$ cat config.mk
export PLATFORM = sky130hd
export DESIGN_NAME = freefall_motion_interrupt
export DESIGN_NICKNAME = d
export VERILOG_FILES = /design/src/irq_pkg.sv /design/src/debounce_det.sv /design/src/freefall_motion_interrupt.sv
export SDC_FILE = /design/constraint.sdc
export NUM_CORES = 1
export LEC_CHECK = 0
export ABC_CLOCK_PERIOD_IN_PS = 3900
export BUFFER_PORTS_ARGS = -buffer_cell sky130_fd_sc_hd__buf_2
export CAP_MARGIN = 20
export CORE_MARGIN = 3
export CORE_UTILIZATION = 56
export CTS_BUF_LIST = sky130_fd_sc_hd__clkbuf_16
export DETAILED_ROUTE_END_ITERATION = 10
export PLACE_DENSITY = 0.8
export SLEW_MARGIN = 10
export SYNTH_ARGS = -nofsm -noshare
export SYNTH_HDL_FRONTEND = slang
export SYNTH_HIERARCHICAL = 1
export SYNTH_SLANG_ARGS = --single-unit
$ cat constraint.sdc
create_clock -name clk -period 3.9 [get_ports clk]
set_clock_uncertainty 0.15 [all_clocks]
set_input_delay 0.585 -clock clk [delete_from_list [all_inputs] [get_ports clk]]
set_output_delay 0.585 -clock clk [all_outputs]
set_load 0.1 [all_outputs]
$ cat src/irq_pkg.sv
// package: constants and carrier types for the free-fall / motion interrupt block
package irq_pkg;

  // ************************************************************
  // widths and factory defaults
  // ************************************************************
  localparam int SAMPLE_W = 12;
  localparam int CFG_W = 8;
  // factory defaults (plain values, fixed constants in this package)
  localparam logic [CFG_W-1:0] FF_THRESH_DEF = 8'h50;
  localparam logic [CFG_W-1:0] FF_DELAY_DEF = 8'h14;
  localparam logic [CFG_W-1:0] MOT_THRESH_DEF = 8'hC0;
  localparam logic [CFG_W-1:0] MOT_DELAY_DEF = 8'h02;
  // thresholds compare against the upper byte of the sample
  localparam int THR_SHIFT = SAMPLE_W - CFG_W;

  // ************************************************************
  // carriers
  // ************************************************************
  typedef struct packed {
    logic [SAMPLE_W-1:0] x;
    logic [SAMPLE_W-1:0] y;
    logic [SAMPLE_W-1:0] z;
  } sample_t;

  typedef struct packed {
    logic [CFG_W-1:0] thresh;
    logic [CFG_W-1:0] delay;
    logic latch_en;
  } det_cfg_t;

endpackage : irq_pkg

$ cat src/debounce_det.sv
// module: one persistence detector with latched or unlatched indication
`timescale 1ns/1ns
`default_nettype none
module debounce_det (
  // clock and reset
  input wire logic clk,
  input wire logic rst_b,
  // control
  input wire logic sample_en,
  input wire logic cond,
  input wire logic latch_en,
  input wire logic clear,
  input wire logic [irq_pkg::CFG_W-1:0] delay,
  // result
  output logic irq_q
);

  logic [irq_pkg::CFG_W-1:0] cnt_q;
  logic [irq_pkg::CFG_W-1:0] cnt_d;
  logic irq_d;
  wire logic reached = cond && (cnt_q >= delay);

  // condition broken restarts the count from zero
  assign cnt_d = !cond ? '0 : (reached ? cnt_q : cnt_q + 1'b1);
  // latched: hold until clear; a new event wins over the clear
  assign irq_d = reached ? 1'b1 : ((latch_en && !clear) ? irq_q : 1'b0);

  always_ff @(posedge clk or negedge rst_b) begin
    if (!rst_b) begin
      cnt_q <= '0;
      irq_q <= 1'b0;
    end else if (sample_en) begin
      cnt_q <= cnt_d;
      irq_q <= irq_d;
    end else if (clear && !latch_en) begin
      irq_q <= irq_q;
    end else if (clear) begin
      irq_q <= 1'b0;
    end
  end

  // ************************************************************
  // checks
  // ************************************************************
  a_break_restarts: assert property (@(posedge clk) disable iff (!rst_b)
    sample_en && !cond |=> cnt_q == '0) else $error("count not restarted");
  a_latch_holds: assert property (@(posedge clk) disable iff (!rst_b)
    latch_en && irq_q && !clear && $stable(latch_en) |=> irq_q)
    else $error("latched indication dropped");

endmodule : debounce_det
`default_nettype wire

$ cat src/freefall_motion_interrupt.sv
// module: free-fall and motion interrupt logic of a three-axis sensor
`timescale 1ns/1ns
`default_nettype none
module freefall_motion_interrupt (
  // clock and reset
  input wire logic clk,
  input wire logic rst_b,
  // device enable pin and motion gate pin
  input wire logic dev_enable,
  input wire logic motion_gate_input,
  // sample stream from the converter, same clock
  input wire logic sample_valid,
  input wire irq_pkg::sample_t sample,
  // configuration writes, same clock
  input wire logic ff_cfg_wr,
  input wire irq_pkg::det_cfg_t ff_cfg_in,
  input wire logic mot_cfg_wr,
  input wire irq_pkg::det_cfg_t mot_cfg_in,
  input wire logic ff_clear,
  input wire logic mot_clear,
  // indications
  output logic freefall_irq,
  output logic motion_irq,
  output logic combined_irq_pin
);

  // ************************************************************
  // pin synchronisers
  // ************************************************************
  logic en_s1_q, en_s2_q, en_s3_q;
  logic gate_s1_q, gate_s2_q;

  always_ff @(posedge clk or negedge rst_b) begin
    if (!rst_b) begin
      en_s1_q <= 1'b0;
      en_s2_q <= 1'b0;
      en_s3_q <= 1'b0;
      gate_s1_q <= 1'b0;
      gate_s2_q <= 1'b0;
    end else begin
      en_s1_q <= dev_enable;
      en_s2_q <= en_s1_q;
      en_s3_q <= en_s2_q;
      gate_s1_q <= motion_gate_input;
      gate_s2_q <= gate_s1_q;
    end
  end

  wire logic enable_rise = en_s2_q && !en_s3_q;
  wire logic running = en_s2_q;

  // ************************************************************
  // settings, one set per detector
  // ************************************************************
  localparam irq_pkg::det_cfg_t FF_DEF = '{irq_pkg::FF_THRESH_DEF, irq_pkg::FF_DELAY_DEF, 1'b0};
  localparam irq_pkg::det_cfg_t MOT_DEF = '{irq_pkg::MOT_THRESH_DEF, irq_pkg::MOT_DELAY_DEF, 1'b0};

  irq_pkg::det_cfg_t ff_cfg_q, mot_cfg_q;

  // reset and enable rise load defaults, unlatched
  always_ff @(posedge clk or negedge rst_b) begin
    if (!rst_b) begin
      ff_cfg_q <= FF_DEF;
      mot_cfg_q <= MOT_DEF;
    end else if (enable_rise) begin
      ff_cfg_q <= FF_DEF;
      mot_cfg_q <= MOT_DEF;
    end else if (running) begin
      if (ff_cfg_wr) begin
        ff_cfg_q <= ff_cfg_in;
      end
      if (mot_cfg_wr) begin
        mot_cfg_q <= mot_cfg_in;
      end
    end
  end

  // ************************************************************
  // comparisons on the upper byte of each axis
  // ************************************************************
  wire logic [irq_pkg::CFG_W-1:0] x_hi = sample.x[irq_pkg::SAMPLE_W-1:irq_pkg::THR_SHIFT];
  wire logic [irq_pkg::CFG_W-1:0] y_hi = sample.y[irq_pkg::SAMPLE_W-1:irq_pkg::THR_SHIFT];
  wire logic [irq_pkg::CFG_W-1:0] z_hi = sample.z[irq_pkg::SAMPLE_W-1:irq_pkg::THR_SHIFT];

  wire logic ff_cond = (x_hi < ff_cfg_q.thresh) && (y_hi < ff_cfg_q.thresh)
    && (z_hi < ff_cfg_q.thresh);
  wire logic mot_cond = (x_hi > mot_cfg_q.thresh) || (y_hi > mot_cfg_q.thresh)
    || (z_hi > mot_cfg_q.thresh);

  // standby freezes detection; samples only count while enabled
  wire logic step = sample_valid && running;

  logic ff_det, mot_det;

  // ************************************************************
  // detectors
  // ************************************************************
  debounce_det u_ff (
    .clk(clk),
    .rst_b(rst_b),
    .sample_en(step),
    .cond(ff_cond),
    .latch_en(ff_cfg_q.latch_en),
    .clear(ff_clear || enable_rise),
    .delay(ff_cfg_q.delay),
    .irq_q(ff_det)
  );

  debounce_det u_mot (
    .clk(clk),
    .rst_b(rst_b),
    .sample_en(step),
    .cond(mot_cond),
    .latch_en(mot_cfg_q.latch_en),
    .clear(mot_clear || enable_rise),
    .delay(mot_cfg_q.delay),
    .irq_q(mot_det)
  );

  // ************************************************************
  // outputs, registered
  // ************************************************************
  wire logic pin_d = ff_det || (mot_det && gate_s2_q);

  always_ff @(posedge clk or negedge rst_b) begin
    if (!rst_b) begin
      freefall_irq <= 1'b0;
      motion_irq <= 1'b0;
      combined_irq_pin <= 1'b0;
    end else begin
      freefall_irq <= ff_det;
      motion_irq <= mot_det;
      combined_irq_pin <= pin_d;
    end
  end

  // ************************************************************
  // checks
  // ************************************************************
  a_pin_or_logic: assert property (@(posedge clk) disable iff (!rst_b)
    combined_irq_pin == ($past(ff_det) || ($past(mot_det) && $past(gate_s2_q))))
    else $error("pin does not follow indications");
  a_gate_blocks_motion: assert property (@(posedge clk) disable iff (!rst_b)
    !$past(gate_s2_q) && !$past(ff_det) |-> !combined_irq_pin)
    else $error("motion passed closed gate");
  a_ff_follows_det: assert property (@(posedge clk) disable iff (!rst_b)
    ff_det |=> freefall_irq) else $error("free-fall not shown");
  a_ff_needs_cond: assert property (@(posedge clk) disable iff (!rst_b)
    step && !ff_cond && !ff_cfg_q.latch_en |=> !ff_det)
    else $error("free-fall without low condition");
  a_ff_unlatched_drop: assert property (@(posedge clk) disable iff (!rst_b)
    step && !ff_cond && !ff_cfg_q.latch_en |=> ##1 !freefall_irq)
    else $error("unlatched free-fall stuck");
  a_mot_needs_cond: assert property (@(posedge clk) disable iff (!rst_b)
    step && !mot_cond && !mot_cfg_q.latch_en |=> !mot_det)
    else $error("motion without high condition");
  a_mot_unlatched_drop: assert property (@(posedge clk) disable iff (!rst_b)
    step && !mot_cond && !mot_cfg_q.latch_en |=> ##1 !motion_irq)
    else $error("unlatched motion stuck");
  a_rise_defaults: assert property (@(posedge clk) disable iff (!rst_b)
    enable_rise |=> ff_cfg_q == FF_DEF && mot_cfg_q == MOT_DEF)
    else $error("defaults not loaded");
  a_cfg_separate: assert property (@(posedge clk) disable iff (!rst_b)
    running && !enable_rise && ff_cfg_wr && !mot_cfg_wr |=> $stable(mot_cfg_q))
    else $error("free-fall write touched motion");
  a_ff_cfg_write: assert property (@(posedge clk) disable iff (!rst_b)
    running && !enable_rise && ff_cfg_wr |=> ff_cfg_q == $past(ff_cfg_in))
    else $error("free-fall settings not written");
  a_mot_cfg_write: assert property (@(posedge clk) disable iff (!rst_b)
    running && !enable_rise && mot_cfg_wr |=> mot_cfg_q == $past(mot_cfg_in))
    else $error("motion settings not written");

  c_freefall: cover property (@(posedge clk) disable iff (!rst_b) $rose(freefall_irq));
  c_motion_pin: cover property (@(posedge clk) disable iff (!rst_b)
    $rose(combined_irq_pin) && !freefall_irq);
  c_latched_clear: cover property (@(posedge clk) disable iff (!rst_b)
    ff_cfg_q.latch_en && ff_clear && ff_det);

endmodule : freefall_motion_interrupt
`default_nettype wire

== Word level (Yosys, flattened, before mapping) ==
Index checks and enable logic that the tools add are counted.
Storage, ports and cells
  flip-flop bits (word level): 60
  input port bits: 79
  output and inout port bits: 3
  word-level logic and storage cells: 86
Operators by class
  add/subtract/negate cells: 2
  order comparisons: 8
  equality and inequality tests: 6
  muxes and demuxes: 20
  reduce and logical (&&, ||, !) cells: 32
Operators by type and width (count)
  $mux W17: 6
  $mux W8: 4
  $gt A8 B8 Y1: 3
  $lt A8 B8 Y1: 3
  $add A8 B1 Y8 const B: 2
  $ge A8 B8 Y1: 2
  $logic_and A1 B1 Y1: 11
  $mux W1: 10
  $reduce_bool A2 Y1: 5
  $ne A2 B2 Y1 const B: 4
  $reduce_and A2 Y1: 4
  $ne A3 B2 Y1 const B: 2
  $reduce_and A3 Y1: 2
  $logic_not A1 Y1: 5
  $logic_or A1 B1 Y1: 5

== Depth between registers and ports, before layout ==
  depth in word-level cells: 8
  mapped depth: 12
  gate-level depth less buffers: 12

== Cells and area by module ==
Netlist, hierarchy kept.
Modules (own cells, without submodules)
  freefall_motion_interrupt: times used 1, cells each 336, area an instance 2826.5 um^2, sequential area each 1059.8 um^2
  debounce_det: times used 2, cells each 84, area an instance 721.9 um^2, sequential area each 225.2 um^2

== Worst setup path before layout ==
OpenSTA, ideal clock, no wires.
  path kind: input port to flip-flop
  start point: input port sample[35] (netlist bit)
  end point: register u_ff/cnt_q[7] (netlist bit)
  setup time: 0.125 ns
  arrival time: 2.863 ns
  data required time: 3.625 ns
  setup slack: 0.762 ns
  stages on the path: 10
  cell sequence: ha_1 > a222oi_1 > and3_1 > o211ai_1 > a311oi_2 > nand3_1 > or3_1 > nor2_2 > nor3_2 > mux2_4
On the way
  cells in the longest elaborated chain, start to end: 6
Ends and longest elaborated chain
  start: declaration: line freefall_motion_interrupt.sv:13  | input wire irq_pkg::sample_t sample,
  $lt A8 B8 Y1 (*): line freefall_motion_interrupt.sv:85  | wire logic ff_cond = (x_hi < ff_cfg_q.thresh) && (y_hi < ff_cfg_q.thresh)
  $logic_and A1 B1 Y1 (*): line freefall_motion_interrupt.sv:85
  $logic_and A1 B1 Y1 (*): line freefall_motion_interrupt.sv:86  | && (z_hi < ff_cfg_q.thresh);
  named net ff_cond: line freefall_motion_interrupt.sv:85
  $logic_and A1 B1 Y1: line debounce_det.sv:21  | wire logic reached = cond && (cnt_q >= delay);
  $ne A2 B2 Y1 (no line)
  $reduce_and A2 Y1 (no line)
  end signal: assignment: line debounce_det.sv:33  | cnt_q <= cnt_d;
  end: declaration: line debounce_det.sv:18  | logic [irq_pkg::CFG_W-1:0] cnt_q;
Mark *: on every way through the listed nets, which the timed path passes. The rest lies on a longest branch.
A chain may end at the register's enable or synchronous reset.

== Worst setup path after layout ==
  start point: register ff_cfg_q[15] (netlist bit)
  end point: register u_ff/cnt_q[2] (netlist bit)
On the way
  cells in the longest elaborated chain, start to end: 6
Ends and longest elaborated chain
  start: declaration: line freefall_motion_interrupt.sv:58  | irq_pkg::det_cfg_t ff_cfg_q, mot_cfg_q;
  start signal: assignment: line freefall_motion_interrupt.sv:70  | ff_cfg_q <= ff_cfg_in;
  $lt A8 B8 Y1: line freefall_motion_interrupt.sv:85
  $logic_and A1 B1 Y1: line freefall_motion_interrupt.sv:85
  $logic_and A1 B1 Y1 (*): line freefall_motion_interrupt.sv:86
  named net ff_cond: line freefall_motion_interrupt.sv:85
  $logic_and A1 B1 Y1: line debounce_det.sv:21
  $ne A2 B2 Y1 (no line)
  $reduce_and A2 Y1 (no line)
Marked as above.

==> flow_summary.toml <==
[detailed_routing]
dr.pass1.iters = 5
vias = 3942
wl_met2_mm = 5.23
viasPerCell = 5.81
wl_per_cell_um = 15.5
ant_nets = 0
wl_met3_um = 620
wl_met1_mm = 4.46
drc = 0
routed.top_layer = "met4"
wl_mm = 10.5
drt_iter0_markers = 221

[cts]
cts_tree = "yes"
cts-resized-gates = 0
cts_made_buffers = 9
cts.clk_slew.worst_paths_ns = 0.05
cts-root-buf = "clkbuf_16"
htree_levels = 3
postCtsHoldBufs = 0
insertion_delay_ns = 0.33
cts_setup_buffers = 0
cts_num_sinks = 60
cts_buffer_depth = 2

[global_routing]
grt_pass1_vias = 3912
grt_pass1_wl_mm = 17.8
track_usage_pct = 25.8
grt_max_degree = 44
globalRouteOverflowTotal = 0
antenna_found_initial = 0

[yosys]
synth-xor-area-share_pct = 0
synthCells = 504
synth_top_family_by_area = "compound AO/OA/AOI/OAI gates"
synth_simple_gate_area_share_pct = 17.4
synth_edf_count = 0
ys_seq_area_share_pct = 35.4
synth_ff_type = "dfrtp_1"
ys_warn_count = 6
ys_types = 44
post_synth_fa_ha_maj_area_fraction_pct = 18.5
synth.area.mux_share_pct = 1.64
ys_ff_latch = 60
netlist_area_um2 = 4270
synth_compound_area_share_pct = 20.0
synth.avg_cell_area_um2 = 8.47
syn-num-nets = 646
synthArstFlopShare_pct = 100

[final_layout]
final_cell_mix = "nand2_1 (84), buf_2 (69), o21ai_0 (67), inv_1 (65), ha_1 (63)"
drive_above_1_share_pct = 18.1
final_nets = 717
fillCellCount = 603
syn_to_final_growth_pct = 16.3
final_common_cell = "nand2_1"
multi_input_area_um2 = 2460
diodes = 0
regArea_um2 = 1510

[timing]
setup_viol = 0
max-slew-margin-rel_pct = 34.4
rsz0062_at_grt = "no"
period_needed_ns = 3.21
drv_slew = 0
period_share_pct = 82.3
tns_ns = 0
tightestPinTransition_ns = 0.984
max_freq_ghz = 0.312
hold_viol = 0
hold_slack_ns = 0.198

[power_and_ir_drop]
ir_worst_vdd_mv = 0.224
leakage_nw = 2.44
p_per_area_nw_per_um2 = 421

[setup_path]
startpoint_type = "flop"
reg2reg_to = "u_ff/cnt_q[2]$_DFFE_PN0P_"
required_ns = 3.93
regToRegSetupSlack_ns = 0.69
rr_worst_depth = 12
worstSetupPathType = "flop to flop"
reg2reg_from = "ff_cfg_q[15]$_DFFE_PN1P_"
end_kind = "flop"
crit_arrival_ns = 3.23
crit_start = "ff_cfg_q[15]$_DFFE_PN1P_"
crit_fanout = 6

[floorplan]
die_area_um2 = 8710
io_pins = 82
die_y_um = 93.3
die_w_um = 93.3
rows = 31
core_area_um2 = 7330
start_util_pct = 58.3

[worst_hold_path]
min_path_type = "flop to flop"
min_from = "gate_s1_q$_DFF_PN0_"
hold_path_depth = 0
holdPathEnd = "gate_s2_q$_DFF_PN0_"

[run]
maxCapViolCount = 0

[place]
dp_hpwl_mm = 7.82
port_buffers = 69
finalWeightedCongestion = 0.897

[run_status]
status = "finished, final reports clean"
-- power breakdown --
| part | switching (mW) | internal [mW] | total (mW) | leakage, nW |
|---|---|---|---|---|
| Combinational | 0.391 | 0.241 | 0.632 | 1.54 |
| Clock | 0.260 | 0.413 | 0.674 | 0.136 |
| Sequential | 0.0721 | 0.713 | 0.785 | 0.762 |
| Total | 0.724 | 1.37 | 2.09 | 2.44 |
-- kinds of logic after synthesis --
logic type,Yosys count
and+or+nand+nor,158
AOI/OAI and AO/OA,140
buffers and inverters,77
adders and majority gates,63
DFF,60
muxes,6
-- worst max-delay path by stage --
stage | end | cells past startpoint
after global placement | u_ff/cnt_q[7]$_DFFE_PN0P_ | 12
final | u_ff/cnt_q[2]$_DFFE_PN0P_ | 12
after detailed placement | u_ff/cnt_q[7]$_DFFE_PN0P_ | 11
after floorplan | u_ff/cnt_q[7]$_DFFE_PN0P_ | 10
after global routing | u_ff/cnt_q[7]$_DFFE_PN0P_ | 12
after CTS | u_ff/cnt_q[7]$_DFFE_PN0P_ | 12
-- through the flow --
step | setup WS [ns] | area, um^2 | util, % | cells | total power, mW
after floorplan | 0.762 | 4270 | - | 504 | 1.23
after global placement | 0.579 | 4720 | 64.3 | 663 | 1.38
after detailed placement | 0.546 | 4720 | 64.3 | 663 | 1.42
after CTS | 0.685 | 4970 | 67.8 | 679 | 2.10
after global routing | 0.517 | 4970 | 67.8 | 679 | 2.22
final | 0.691 | 4970 | 67.8 | 679 | 2.09
-- flip-flops by register name (all words and copies together) (netlist names) --
register and flops:
u_mot/cnt_q 8, en_s1_q 1, gate_s1_q 1, en_s2_q 1, u_ff/irq_q 1, en_s3_q 1, combined_irq_pin 1, u_mot/irq_q 1
gate_s2_q 1, freefall_irq 1, motion_irq 1, ff_cfg_q 17, mot_cfg_q 17, u_ff/cnt_q 8
-- layout make-up --
class,count,area share (%)
sequential,60,30.4
clock buffer,9,4.53
timing repair buffer,75,7.86
multi-input combinational,367,49.5
inverter,62,4.68
tap,99,2.49
clock inverter,7,0.554
-- synth_stat cells, drive strengths merged, types with 3 or more instances --
master,n,area [um^2]
nor2b,3,18.8
nor2,14,57.6
mux2i,4,40.0
nand2,84,315
a32o,5,50.1
clkbuf,9,33.8
and2,3,18.8
nand4,9,56.3
a21o,5,37.5
nand2b,6,37.5
ha,63,788
inv,62,233
nor3,8,50.1
buf,6,35.0
a31oi,3,31.3
o211ai,10,75.1
o22ai,6,37.5
o21ai,70,350
a32oi,5,43.8
dfrtp,53,1330
and3,4,25.0
dfstp,7,184
nand3,17,85.1
a21oi,26,130
-- per-layer routing --
layer | up-vias | GRT usage [%]
li1 | 1919 | -
met1 | 1887 | 32.4
met2 | 120 | 43.6
met3 | 16 | 6.60
met4 | 0 | 8.06
met5 | - | 0
-- critical path, stage by stage (launching register included) --
cell and delay, ns:
dfstp_2 0.51, inv_1 0.08, ha_1 0.30, and3_1 0.20
a32oi_1 0.14, and3_1 0.17, o211ai_1 0.10, a311oi_2 0.26
nand3_1 0.17, or3_1 0.42, o21ba_2 0.26, a32oi_1 0.17
o21ai_0 0.11
Note: power is estimated with default switching activity, not from simulation.
